### config.mk
export PLATFORM = sky130hd
export DESIGN_NAME = shared_pin_function_select
export DESIGN_NICKNAME = d
export VERILOG_FILES = /design/src/verilog/pin_mux_pkg.sv /design/src/verilog/shared_pin_function_select.sv
export SDC_FILE = /design/constraint.sdc
export NUM_CORES = 1
export LEC_CHECK = 0
export CORE_AREA = 2 2 131 107
export CTS_BUF_LIST = sky130_fd_sc_hd__clkbuf_4
export DETAILED_ROUTE_END_ITERATION = 8
export DIE_AREA = 0 0 133 109
export DONT_BUFFER_PORTS = 1
export PLACE_DENSITY_LB_ADDON = 0.15
export SKIP_CTS_REPAIR_TIMING = 1
export SLEW_MARGIN = 20
export SYNTH_ARGS = -nofsm -noshare
export SYNTH_HDL_FRONTEND = slang
export SYNTH_SLANG_ARGS = --single-unit
### constraint.sdc
create_clock -name clk -period 1.7 [get_ports clk]
set_input_delay 0.085 -clock clk [delete_from_list [all_inputs] [get_ports clk]]
set_output_delay 0.085 -clock clk [all_outputs]
set_load 0.005 [all_outputs]
### src/verilog/pin_mux_pkg.sv
/*
 * Constants and carrier types for the shared pin function selector.
 * Assumes one 100 MHz clock and an active-low asynchronous reset.
 */
package pin_mux_pkg;

    // Register indexes on the plain register port
    localparam logic [3:0] REG_MODE = 4'h0;
    localparam logic [3:0] REG_FUNC_EN = 4'h1;
    localparam logic [3:0] REG_P3_DATA = 4'h2;
    localparam logic [3:0] REG_P3_DIR = 4'h3;
    localparam logic [3:0] REG_P4_DATA = 4'h4;
    localparam logic [3:0] REG_P4_DIR = 4'h5;
    localparam logic [3:0] REG_P5_DATA = 4'h6;
    localparam logic [3:0] REG_ANALOG_EN = 4'h7;
    localparam logic [3:0] REG_P7_DATA = 4'h8;
    localparam logic [3:0] REG_P7_DIR = 4'h9;
    localparam logic [3:0] REG_P8_DATA = 4'hA;
    localparam logic [3:0] REG_P8_DIR = 4'hB;
    localparam logic [3:0] REG_P9_DATA = 4'hC;
    localparam logic [3:0] REG_P3_IN = 4'hD;
    localparam logic [3:0] REG_P4_IN = 4'hE;
    localparam logic [3:0] REG_P5_IN = 4'hF;

    // Bit positions in the function enable register
    localparam int FE_WRL = 0;
    localparam int FE_WRH = 1;
    localparam int FE_HOLD = 2;
    localparam int FE_READY = 3;
    localparam int FE_BUSCLK = 4;
    localparam int FE_S0_TX = 5;
    localparam int FE_S0_CLK = 6;
    localparam int FE_S1_TX = 7;
    localparam int FE_S1_CLK = 8;
    localparam int FE_PG0 = 9;
    localparam int FE_PG1 = 10;
    localparam int FE_CMP = 11;
    localparam int FE_TWI = 12;

    // Port 3 bit positions
    localparam int P3_ALE = 0;
    localparam int P3_RD = 1;
    localparam int P3_WRL = 2;
    localparam int P3_WRH = 3;
    localparam int P3_HRQ = 4;
    localparam int P3_HAK = 5;
    localparam int P3_RDY = 6;
    localparam int P3_CLK = 7;

    // Reset values
    localparam logic [7:0] RST_BYTE = 8'h00;
    localparam logic [7:0] RST_ANALOG = 8'hFF;
    localparam logic [12:0] RST_FUNC = 13'h0000;
    localparam logic [1:0] RST_P9 = 2'h3;

    typedef enum logic [1:0] {
        MODE_SINGLE = 2'b00,
        MODE_BUS8 = 2'b01,
        MODE_BUS16 = 2'b10
    } op_mode_t;

    // Register port request
    typedef struct packed {
        logic [3:0] addr;
        logic [15:0] wdata;
        logic wr;
        logic rd;
    } reg_req_t;

    // Signals that the peripherals hand to the pins
    typedef struct packed {
        logic ale;
        logic rd_strobe;
        logic write_strobe_low;
        logic write_strobe_high;
        logic bus_hold_grant;
        logic bus_clk;
        logic serial0_tx_out;
        logic serial0_clock_out;
        logic serial1_tx_out;
        logic serial1_clock_out;
        logic pulse_gen0_out;
        logic pulse_gen1_out;
        logic [7:0] compare_wave_outputs;
        logic sda_out;
        logic scl_out;
    } periph_out_t;

    // Signals that the pins hand back to the peripherals
    typedef struct packed {
        logic bus_hold_request;
        logic bus_ready;
        logic serial0_rx_in;
        logic serial0_clock_in;
        logic serial1_rx_in;
        logic serial1_clock_in;
        logic conversion_trigger_in;
        logic [3:0] ext_irq_inputs;
        logic [3:0] capture_sample_inputs;
        logic [7:0] analog_inputs;
        logic sda_in;
        logic scl_in;
    } periph_in_t;

endpackage : pin_mux_pkg

### src/verilog/shared_pin_function_select.sv
/*
 * Shared pin function selector: picks port bit or peripheral function per pin.
 * Assumes synchronous pin inputs and a register master that never waits.
 */
// Strobed register access and the placing of the registers were decided locally.
// Overview of operation
// - P3.0 is a port bit in single-chip mode, address latch enable on bus.
// - P3.1 is a port bit in single-chip mode, read strobe on bus.
// - Low write strobe only with bus on and its output enabled.
// - High write strobe only in 16-bit bus mode with output enabled.
// - Hold request and grant only with bus on and hold enabled.
// - Ready input honoured only with bus on and ready enabled.
// - Bus clock out only with bus on and clock output enabled.
// - Serial 0 transmit pin carries data when enabled, else port bit.
// - Serial 0 clock driven when enabled; pin always sampled as clock.
// - Serial 1 transmit pin carries data when enabled, else port bit.
// - Serial 1 clock pin is port output only while clock output disabled.
// - Pulse channel 0 replaces its port bit while its output is enabled.
// - Pulse channel 1 replaces its port bit while its output is enabled.
// - Input-only functions other than hold request, ready and analog inputs always sample their pins; software disables port output.
// - Analog-shared pins give digital input only for bits selected as port.
// - Compare outputs reach pins only with enable and port output set.
`timescale 1ns/1ps
`default_nettype none

module shared_pin_function_select (
    input wire logic clk,
    input wire logic rstn,
    input wire pin_mux_pkg::reg_req_t req,
    output logic [15:0] rdata,
    input wire pin_mux_pkg::periph_out_t periph_out,
    output pin_mux_pkg::periph_in_t periph_in,
    input wire logic [7:0] p3_in,
    output logic [7:0] p3_out,
    output logic [7:0] p3_oe,
    input wire logic [7:0] p4_in,
    output logic [7:0] p4_out,
    output logic [7:0] p4_oe,
    input wire logic [7:0] p5_in,
    output logic [7:0] p5_out,
    output logic [7:0] p5_oe,
    input wire logic [7:0] analog_inputs,
    input wire logic [7:0] p6_in,
    input wire logic [7:0] p7_in,
    output logic [7:0] p7_out,
    output logic [7:0] p7_oe,
    input wire logic p8_in,
    output logic p8_out,
    output logic p8_oe,
    input wire logic [1:0] p9_in,
    output logic [1:0] p9_out,
    output logic [1:0] p9_oe
);

    pin_mux_pkg::op_mode_t mode_q;
    logic [12:0] func_q;
    logic [7:0] p3_data_q, p3_dir_q, p4_data_q, p4_dir_q, p5_data_q, analog_en_q;
    logic [7:0] p7_data_q, p7_dir_q;
    logic p8_data_q, p8_dir_q;
    logic [1:0] p9_data_q;
    logic [15:0] rdata_d;

    // Port bit or function per bit: function where sel is set
    function automatic logic [7:0] pick8(input logic [7:0] sel, input logic [7:0] fn, input logic [7:0] port);
        pick8 = (sel & fn) | (~sel & port);
    endfunction : pick8

    // Write hit on one register index
    function automatic logic reg_hit(input pin_mux_pkg::reg_req_t r, input logic [3:0] idx);
        reg_hit = r.wr && (r.addr == idx);
    endfunction : reg_hit

    // Function select conditions
    wire bus_on = (mode_q != pin_mux_pkg::MODE_SINGLE);
    wire sel_wrl = bus_on && func_q[pin_mux_pkg::FE_WRL];
    wire sel_wrh = (mode_q == pin_mux_pkg::MODE_BUS16) && func_q[pin_mux_pkg::FE_WRH];
    wire sel_hold = bus_on && func_q[pin_mux_pkg::FE_HOLD];
    wire sel_rdy = bus_on && func_q[pin_mux_pkg::FE_READY];
    wire sel_clk = bus_on && func_q[pin_mux_pkg::FE_BUSCLK];
    wire [7:0] sel_cmp = {8{func_q[pin_mux_pkg::FE_CMP]}} & p7_dir_q;

    // Port 3 selection: bit mask of function-owned pins with value and enable
    wire [7:0] p3_fsel = {sel_clk, sel_rdy, sel_hold, sel_hold, sel_wrh, sel_wrl, bus_on, bus_on};
    wire [7:0] p3_fval = {periph_out.bus_clk, 1'b0, periph_out.bus_hold_grant, 1'b0,
                          periph_out.write_strobe_high, periph_out.write_strobe_low,
                          periph_out.rd_strobe, periph_out.ale};
    wire [7:0] p3_foe = {1'b1, 1'b0, 1'b1, 1'b0, 4'hF};
    wire [7:0] p3_out_d = pick8(p3_fsel, p3_fval, p3_data_q);
    wire [7:0] p3_oe_d = pick8(p3_fsel, p3_foe, p3_dir_q);

    // Port 4 selection: bits 1,2,4,5,6 have output functions
    wire [7:0] p4_fsel = {1'b0, func_q[pin_mux_pkg::FE_PG0], func_q[pin_mux_pkg::FE_S1_CLK],
                          func_q[pin_mux_pkg::FE_S1_TX], 1'b0, func_q[pin_mux_pkg::FE_S0_CLK],
                          func_q[pin_mux_pkg::FE_S0_TX], 1'b0};
    wire [7:0] p4_fval = {1'b0, periph_out.pulse_gen0_out, periph_out.serial1_clock_out,
                          periph_out.serial1_tx_out, 1'b0, periph_out.serial0_clock_out,
                          periph_out.serial0_tx_out, 1'b0};
    wire [7:0] p4_out_d = pick8(p4_fsel, p4_fval, p4_data_q);
    wire [7:0] p4_oe_d = p4_fsel | p4_dir_q;

    // Port 7 compare outputs
    wire [7:0] p7_out_d = pick8(sel_cmp, periph_out.compare_wave_outputs, p7_data_q);
    wire [7:0] p7_oe_d = p7_dir_q;

    // Pulse channel 1 on port 8
    wire p8_out_d = func_q[pin_mux_pkg::FE_PG1] ? periph_out.pulse_gen1_out : p8_data_q;
    wire p8_oe_d = func_q[pin_mux_pkg::FE_PG1] | p8_dir_q;

    // Open-drain: drive low only; two-wire data ANDed with port data
    wire twi_on = func_q[pin_mux_pkg::FE_TWI];
    wire [1:0] p9_lvl = p9_data_q & (twi_on ? {periph_out.scl_out, periph_out.sda_out} : 2'h3);
    wire [7:0] p5_oe_d = ~p5_data_q & ~analog_en_q;

    // Inputs to peripherals; hold request, ready and analog inputs gated, the rest always sampled
    pin_mux_pkg::periph_in_t periph_in_d;
    assign periph_in_d.bus_hold_request = sel_hold & p3_in[pin_mux_pkg::P3_HRQ];
    assign periph_in_d.bus_ready = sel_rdy ? p3_in[pin_mux_pkg::P3_RDY] : 1'b1;
    assign periph_in_d.serial0_rx_in = p4_in[0];
    assign periph_in_d.serial0_clock_in = p4_in[2];
    assign periph_in_d.serial1_rx_in = p4_in[3];
    assign periph_in_d.serial1_clock_in = p4_in[5];
    assign periph_in_d.conversion_trigger_in = p4_in[7];
    assign periph_in_d.ext_irq_inputs = p6_in[3:0];
    assign periph_in_d.capture_sample_inputs = p6_in[7:4];
    assign periph_in_d.analog_inputs = analog_inputs & analog_en_q;
    assign periph_in_d.sda_in = p9_in[0];
    assign periph_in_d.scl_in = p9_in[1];

    // Register write decode, one strobe per writable index
    wire wr_mode = reg_hit(req, pin_mux_pkg::REG_MODE);
    wire wr_func = reg_hit(req, pin_mux_pkg::REG_FUNC_EN);
    wire wr_p3_data = reg_hit(req, pin_mux_pkg::REG_P3_DATA);
    wire wr_p3_dir = reg_hit(req, pin_mux_pkg::REG_P3_DIR);
    wire wr_p4_data = reg_hit(req, pin_mux_pkg::REG_P4_DATA);
    wire wr_p4_dir = reg_hit(req, pin_mux_pkg::REG_P4_DIR);
    wire wr_p5_data = reg_hit(req, pin_mux_pkg::REG_P5_DATA);
    wire wr_analog_en = reg_hit(req, pin_mux_pkg::REG_ANALOG_EN);
    wire wr_p7_data = reg_hit(req, pin_mux_pkg::REG_P7_DATA);
    wire wr_p7_dir = reg_hit(req, pin_mux_pkg::REG_P7_DIR);
    wire wr_p8_data = reg_hit(req, pin_mux_pkg::REG_P8_DATA);
    wire wr_p8_dir = reg_hit(req, pin_mux_pkg::REG_P8_DIR);
    wire wr_p9_data = reg_hit(req, pin_mux_pkg::REG_P9_DATA);

    // Read mux; port 5 digital input masked for analog bits
    always_comb begin
        unique case (req.addr)
            pin_mux_pkg::REG_MODE: rdata_d = {14'h0000, mode_q};
            pin_mux_pkg::REG_FUNC_EN: rdata_d = {3'h0, func_q};
            pin_mux_pkg::REG_P3_DATA: rdata_d = {8'h00, p3_data_q};
            pin_mux_pkg::REG_P3_DIR: rdata_d = {8'h00, p3_dir_q};
            pin_mux_pkg::REG_P4_DATA: rdata_d = {8'h00, p4_data_q};
            pin_mux_pkg::REG_P4_DIR: rdata_d = {8'h00, p4_dir_q};
            pin_mux_pkg::REG_P5_DATA: rdata_d = {8'h00, p5_data_q};
            pin_mux_pkg::REG_ANALOG_EN: rdata_d = {8'h00, analog_en_q};
            pin_mux_pkg::REG_P7_DATA: rdata_d = {8'h00, p7_data_q};
            pin_mux_pkg::REG_P7_DIR: rdata_d = {8'h00, p7_dir_q};
            pin_mux_pkg::REG_P8_DATA: rdata_d = {15'h0000, p8_data_q};
            pin_mux_pkg::REG_P8_DIR: rdata_d = {15'h0000, p8_dir_q};
            pin_mux_pkg::REG_P9_DATA: rdata_d = {14'h0000, p9_data_q};
            pin_mux_pkg::REG_P3_IN: rdata_d = {p7_in, p3_in};
            pin_mux_pkg::REG_P4_IN: rdata_d = {p6_in, p4_in};
            pin_mux_pkg::REG_P5_IN: rdata_d = {7'h00, p8_in, p5_in & ~analog_en_q};
        endcase
    end

    // Mode code 3 is reserved: a write of it leaves the mode alone
    always_ff @(posedge clk or negedge rstn) begin
        if (!rstn) begin
            mode_q <= pin_mux_pkg::MODE_SINGLE;
        end else if (wr_mode && (req.wdata[1:0] != 2'h3)) begin
            mode_q <= pin_mux_pkg::op_mode_t'(req.wdata[1:0]);
        end
    end

    always_ff @(posedge clk or negedge rstn) begin
        if (!rstn) begin
            func_q <= pin_mux_pkg::RST_FUNC;
        end else if (wr_func) begin
            func_q <= req.wdata[12:0];
        end
    end

    always_ff @(posedge clk or negedge rstn) begin
        if (!rstn) begin
            p3_data_q <= pin_mux_pkg::RST_BYTE;
        end else if (wr_p3_data) begin
            p3_data_q <= req.wdata[7:0];
        end
    end

    always_ff @(posedge clk or negedge rstn) begin
        if (!rstn) begin
            p3_dir_q <= pin_mux_pkg::RST_BYTE;
        end else if (wr_p3_dir) begin
            p3_dir_q <= req.wdata[7:0];
        end
    end

    always_ff @(posedge clk or negedge rstn) begin
        if (!rstn) begin
            p4_data_q <= pin_mux_pkg::RST_BYTE;
        end else if (wr_p4_data) begin
            p4_data_q <= req.wdata[7:0];
        end
    end

    always_ff @(posedge clk or negedge rstn) begin
        if (!rstn) begin
            p4_dir_q <= pin_mux_pkg::RST_BYTE;
        end else if (wr_p4_dir) begin
            p4_dir_q <= req.wdata[7:0];
        end
    end

    always_ff @(posedge clk or negedge rstn) begin
        if (!rstn) begin
            p5_data_q <= pin_mux_pkg::RST_BYTE;
        end else if (wr_p5_data) begin
            p5_data_q <= req.wdata[7:0];
        end
    end

    always_ff @(posedge clk or negedge rstn) begin
        if (!rstn) begin
            analog_en_q <= pin_mux_pkg::RST_ANALOG;
        end else if (wr_analog_en) begin
            analog_en_q <= req.wdata[7:0];
        end
    end

    always_ff @(posedge clk or negedge rstn) begin
        if (!rstn) begin
            p7_data_q <= pin_mux_pkg::RST_BYTE;
        end else if (wr_p7_data) begin
            p7_data_q <= req.wdata[7:0];
        end
    end

    always_ff @(posedge clk or negedge rstn) begin
        if (!rstn) begin
            p7_dir_q <= pin_mux_pkg::RST_BYTE;
        end else if (wr_p7_dir) begin
            p7_dir_q <= req.wdata[7:0];
        end
    end

    always_ff @(posedge clk or negedge rstn) begin
        if (!rstn) begin
            p8_data_q <= 1'b0;
        end else if (wr_p8_data) begin
            p8_data_q <= req.wdata[0];
        end
    end

    always_ff @(posedge clk or negedge rstn) begin
        if (!rstn) begin
            p8_dir_q <= 1'b0;
        end else if (wr_p8_dir) begin
            p8_dir_q <= req.wdata[0];
        end
    end

    always_ff @(posedge clk or negedge rstn) begin
        if (!rstn) begin
            p9_data_q <= pin_mux_pkg::RST_P9;
        end else if (wr_p9_data) begin
            p9_data_q <= req.wdata[1:0];
        end
    end

    // Read data stands only in the cycle after a read
    always_ff @(posedge clk or negedge rstn) begin
        if (!rstn) begin
            rdata <= 16'h0000;
        end else begin
            rdata <= req.rd ? rdata_d : 16'h0000;
        end
    end

    // Ready idles high so a disabled wait input never stalls the bus
    always_ff @(posedge clk or negedge rstn) begin
        if (!rstn) begin
            periph_in <= '{bus_ready: 1'b1, default: '0};
        end else begin
            periph_in <= periph_in_d;
        end
    end

    always_ff @(posedge clk or negedge rstn) begin
        if (!rstn) begin
            p3_out <= pin_mux_pkg::RST_BYTE;
            p3_oe <= pin_mux_pkg::RST_BYTE;
        end else begin
            p3_out <= p3_out_d;
            p3_oe <= p3_oe_d;
        end
    end

    always_ff @(posedge clk or negedge rstn) begin
        if (!rstn) begin
            p4_out <= pin_mux_pkg::RST_BYTE;
            p4_oe <= pin_mux_pkg::RST_BYTE;
        end else begin
            p4_out <= p4_out_d;
            p4_oe <= p4_oe_d;
        end
    end

    always_ff @(posedge clk or negedge rstn) begin
        if (!rstn) begin
            p5_out <= pin_mux_pkg::RST_BYTE;
            p5_oe <= pin_mux_pkg::RST_BYTE;
        end else begin
            p5_out <= 8'h00;
            p5_oe <= p5_oe_d;
        end
    end

    always_ff @(posedge clk or negedge rstn) begin
        if (!rstn) begin
            p7_out <= pin_mux_pkg::RST_BYTE;
            p7_oe <= pin_mux_pkg::RST_BYTE;
        end else begin
            p7_out <= p7_out_d;
            p7_oe <= p7_oe_d;
        end
    end

    always_ff @(posedge clk or negedge rstn) begin
        if (!rstn) begin
            p8_out <= 1'b0;
            p8_oe <= 1'b0;
        end else begin
            p8_out <= p8_out_d;
            p8_oe <= p8_oe_d;
        end
    end

    always_ff @(posedge clk or negedge rstn) begin
        if (!rstn) begin
            p9_out <= 2'h0;
            p9_oe <= 2'h0;
        end else begin
            p9_out <= 2'h0;
            p9_oe <= ~p9_lvl;
        end
    end

endmodule : shared_pin_function_select

`default_nettype wire

# Word level (Yosys, flattened, before mapping)
# Cells that the tools add are included.
[word_totals] register_bits=184 inputBits=97 word_cells=104
[op_classes] bitwise=25 muxes=5 n_eq_ne=17 n_reduce_logical=21
[ops] operator="16-bit case mux with 16 select lines" n=1
[ops] operator="8-bit bitwise AND" n=10
[ops] operator="4-bit equality test (second input constant)" n=8
[ops] operator="8-bit NOT" n=4
[ops] operator="8-bit OR" n=3
[ops] operator="1-bit logical AND" n=19
[ops] operator="4-bit by 3-bit equality test with 1-bit output (second input constant)" n=4
[ops] operator="16-bit two-way mux" n=1
[ops] operator="7-bit by 8-bit OR with 8-bit output" n=2
[ops] operator="4-bit by 2-bit equality test with 1-bit output (second input constant)" n=2
[ops] operator="7-bit NOT with 8-bit output" n=1
[ops] operator="7-bit bitwise AND" n=1
[ops] operator="4-bit by 1-bit equality test with 1-bit output (second input constant)" n=1
[ops] operator="4-bit logical NOT" n=1
[ops] operator="2-bit bitwise AND" n=1
[ops] operator="2-bit equality test (second input constant)" n=1
[ops] operator="1-bit two-way mux" n=2
[ops] operator="2-bit two-way mux" n=1
[ops] operator="2-bit != test (second input constant)" n=1
[ops] operator="2-bit NOT" n=1
[ops] operator="2-bit nonzero test" n=1
[ops] operator="1-bit bitwise AND" n=1
[ops] operator="1-bit OR" n=1

# Depth between registers and ports, before layout
[logic_depth] depth_word=5 depth_mapped=7 depth_no_buf=4

# Worst setup path before layout
# OpenSTA, ideal clock, no wires.
[synth_path] kind="register to register" startpoint="register mode_q[1]" endpoint="register p3_out[5]" arrival_ps=1276 n_path_buf=1 setup_time_ps=125 required_ps=1575 synth_period_minus_slack_ps=1401 stages_incl_launch_ff=5 path_slack_ps=299 cell_sequence="dfrtp_1 or2_2 clkbuf_1 nand2_1 mux2_2"
[synth_via] elab_chain_len=5 elab_cells_between_ends=6
[synth_rtl] item="start: declaration" line_no="shared_pin_function_select.sv:55" text="pin_mux_pkg::op_mode_t mode_q;"
[synth_rtl] item="start signal: assignment" line_no="shared_pin_function_select.sv:169" text="mode_q <= pin_mux_pkg::MODE_SINGLE;"
[synth_rtl] item="start signal: assignment" line_no="shared_pin_function_select.sv:171" text="mode_q <= pin_mux_pkg::op_mode_t'(req.wdata[1:0]);"
[synth_rtl] item="2-bit nonzero test *" line_no="shared_pin_function_select.sv:74" text="wire bus_on = (mode_q != pin_mux_pkg::MODE_SINGLE);"
[synth_rtl] item="1-bit logical AND *" line_no="shared_pin_function_select.sv:77" text="wire sel_hold = bus_on && func_q[pin_mux_pkg::FE_HOLD];"
[synth_rtl] item="8-bit NOT" line_no="shared_pin_function_select.sv:65" text="pick8 = (sel & fn) | (~sel & port);"
[synth_rtl] item="8-bit bitwise AND" line_no="shared_pin_function_select.sv:65"
[synth_rtl] item="8-bit OR *" line_no="shared_pin_function_select.sv:65"
[synth_rtl] item="via p3_out_d[5]" line_no="shared_pin_function_select.sv:88" text="wire [7:0] p3_out_d = pick8(p3_fsel, p3_fval, p3_data_q);"
[synth_rtl] item="end signal: assignment" line_no="shared_pin_function_select.sv:291" text="p3_out <= pin_mux_pkg::RST_BYTE;"
[synth_rtl] item="end signal: assignment" line_no="shared_pin_function_select.sv:294" text="p3_out <= p3_out_d;"
[synth_rtl] item="end: declaration" line_no="shared_pin_function_select.sv:34" text="output logic [7:0] p3_out,"
# Mark *: on every way through the listed nets, which the timed path passes. The rest lies on a longest branch.
# A chain may end at the register's enable or synchronous reset.

# Worst setup path in the final report
[layout_path] startpoint="register p7_data_q[1]" endpoint="register rdata[1]"
[layout_via] elab_chain_len=2
[layout_rtl] item="start: declaration" line_no="shared_pin_function_select.sv:58" text="logic [7:0] p7_data_q, p7_dir_q;"
[layout_rtl] item="start signal: assignment" line_no="shared_pin_function_select.sv:233" text="p7_data_q <= pin_mux_pkg::RST_BYTE;"
[layout_rtl] item="start signal: assignment" line_no="shared_pin_function_select.sv:235" text="p7_data_q <= req.wdata[7:0];"
[layout_rtl] item="16-bit case mux with 16 select lines" line_no="shared_pin_function_select.sv:146" text="unique case (req.addr)"
[layout_rtl] item="16-bit two-way mux" line_no="shared_pin_function_select.sv:276" text="rdata <= req.rd ? rdata_d : 16'h0000;"
[layout_rtl] item="end signal: assignment" line_no="shared_pin_function_select.sv:276"
[layout_rtl] item="end: declaration" line_no="shared_pin_function_select.sv:30" text="output logic [15:0] rdata,"
# No other way between the ends.

==> metrics.yaml <==
grt:
  groute.usage.overall_pct: 27.4
  first_global_vias: 4984
  antenna_found_initial: 1
  grt.overflow.total: 0
  grt_max_degree: 185
  grt_pass1_wl_um: 29200
synth:
  netlist_area_mm2: 0.00776
  synth_ff_type: "dfrtp_1"
  synth_edf_count: 0
  synth_area_per_cell_um2: 13.6
  syn_inst: 571
  synth_area_leaders: "dfrtp_1 56%, mux2_2 14%, dfstp_2 3.7%"
  seq_area_frac_synth_pct: 59.5
  ys_ff_latch: 184
  synth-warning-count: 0
  synth-async-reset-ratio_pct: 100
  synth_area_leader_cell: "dfrtp_1"
  synthDistinctLibCells: 65
  yosys.area.top_type_share_pct: 55.8
timing:
  hold_viol: 193
  hold_slack_ns: -0.818
  relSlewSlack_pct: 56.6
  fmax_mhz: 600
  worst_slew_pin_slew_ns: 0.649
  slew_violations: 0
  fin_skew_ns: 0.0213
  period_share_pct: 98.1
  setup_slack_ns: 0.0321
  post-route-min-period_ns: 1.67
  setup_viol: 0
layout:
  fin_area_mm2: 0.00937
  reg_top3: "periph_in (25), rdata (16), func_q (13)"
  most-common-layout-cells: "173 x dfrtp_1, 108 x dlygate4sd3_1, 96 x mux2_2"
  instances_no_fill: 879
  drive_gt1_share_pct: 27.8
  layout_commonest_cell: "dfrtp_1"
  finalNetCount: 783
  top_register: "periph_in"
  largest_reg_flops: 25
  area_growth_pct: 20.8
placement:
  port-buffer-count: 0
  dpl.hpwl_um: 13200
  dp_cells: 736
  placed_area_mm2: 0.00787
  post-place-ws_ns: 0.250
  gp_congestion: 0.853
drt:
  drc: 0
  num_vias: 5385
  via_per_inst: 6.13
  drt-pass1-iter-count: 5
  wl_um: 21700
  wire_per_inst_um: 24.7
  postRouteAntennaNets: 0
  drt_iter0_markers: 576
worst_setup_path:
  cp.arrival_ns: 2.13
  startpoint_type: "register"
  cp.required_ns: 2.16
  crit_fanout: 3
  crit_type: "register to register"
  crit_path_end_kind: "register"
clocking:
  cts_buffer_depth: 2
  clkSlewWorstSetupHoldPaths_ns: 0.14
  cts_tree: "built"
  clock-sinks: 184
  clk_root_buffer_cell: "clkbuf_4"
  cts_max_level: 4
  cts_made_buffers: 17
  clock_latency_ns: 0.59
floorplan:
  die-area_mm2: 0.0145
  initial_core_util_pct: 58.5
  io_pins: 208
  fp.dieW_um: 133
  num_rows: 38
  fp.dieH_um: 109
  core_area_mm2: 0.0133
pwr:
  fin_total_pwr_mw: 10.6
  power_density_mw_per_mm2: 1130
  vdd_ir_drop_max_uv: 680
  leakage_nw: 4.09
run:
  cap_viol_max_count: 0
outcome:
  violations: "hold timing"
  status: "finished with violations"
hold_path:
  hp-class: "primary input to asynchronous set/reset pin"
## stage by stage
stage	TNS [ns]	utilization (%)
after floorplan	0	-
after global placement	0	59.3
after detailed placement	0	59.3
after CTS	0	62.0
after global routing	-0.0306	70.6
final	0	70.7
## where the power goes
group / switching [mW] / total [mW] / internal [mW]
Sequential: 0.766 / 6.10 / 5.33
Combinational: 0.597 / 1.58 / 0.980
Clock: 1.42 / 2.93 / 1.51
## worst max-delay path, stage by stage (launching register included)
cell	delay [ns]
dfrtp_1	0.43
mux2_2	0.26
a32oi_1	0.19
dlygate4sd3_1	0.59
a31oi_1	0.08
## synthesized netlist by cell type (all sizes together), types with 3 or more instances
cell,n
nand4,3
nor3,6
and2b,4
o22ai,3
clkbuf,8
nand2,29
and3,5
dfstp,11
a221oi,3
buf,31
mux2i,10
a22oi,9
a31oi,7
dfrtp,173
inv,4
a22o,3
nor2b,4
a21oi,12
nand3,7
nand2b,11
nor3b,10
nand3b,7
o21ai,13
o2bb2ai,4
and4b,3
or3,3
or2,8
a32o,4
nor2,29
and2,13
mux2,106
## cell families (layout without fill, tap and decap cells)
logic type	after synthesis	in the layout	synth area share, %
buffers and inverters	43	161	3.89
AOI/OAI and AO/OA	77	77	7.14
other	1	11	0.0483
DFF	184	184	59.5
and+or+nand+nor	148	148	11.7
muxes	118	118	17.7
## worst paths after layout
path | startpoint | end | slack [ns] | cells after the start
setup reg to reg | p7_data_q[1] | rdata[1] | 0.03 | 4
hold reg to reg | p4_data_q[0] | p4_out[0] | 0.42 | 0
min in group clk | req[20] | rdata[5] | -0.29 | 2
hold / removal | rstn | p3_dir_q[0] | -0.82 | 0
max in group asynchronous | rstn | analog_en_q[4] | 2.19 | 0
setup / recovery | p7_data_q[1] | rdata[1] | 0.03 | 4
## layout make-up
| cell class | count | area, um^2 |
|---|---|---|
| well taps | 180 | 225 |
| diodes | 1 | 2.50 |
| flip-flops and latches | 184 | 4620 |
| fillers | 898 | 3890 |
| clock inverters | 10 | 201 |
| multi-input cells | 353 | 2880 |
| inverters | 4 | 15.0 |
| repair buffers | 126 | 1280 |
| clock buffers | 21 | 158 |
## metal layers
metal,up-vias,routed length (um),GRT usage (%),part of all wire [%]
met3,48,2020,8.18,9.3
met1,2749,9090,37.9,42
met2,326,10100,41.3,47
met5,-,13,0,0.060
met4,2,444,10.5,2.0
li1,2260,-,-,-
Note: power is estimated with default switching activity, not from simulation.
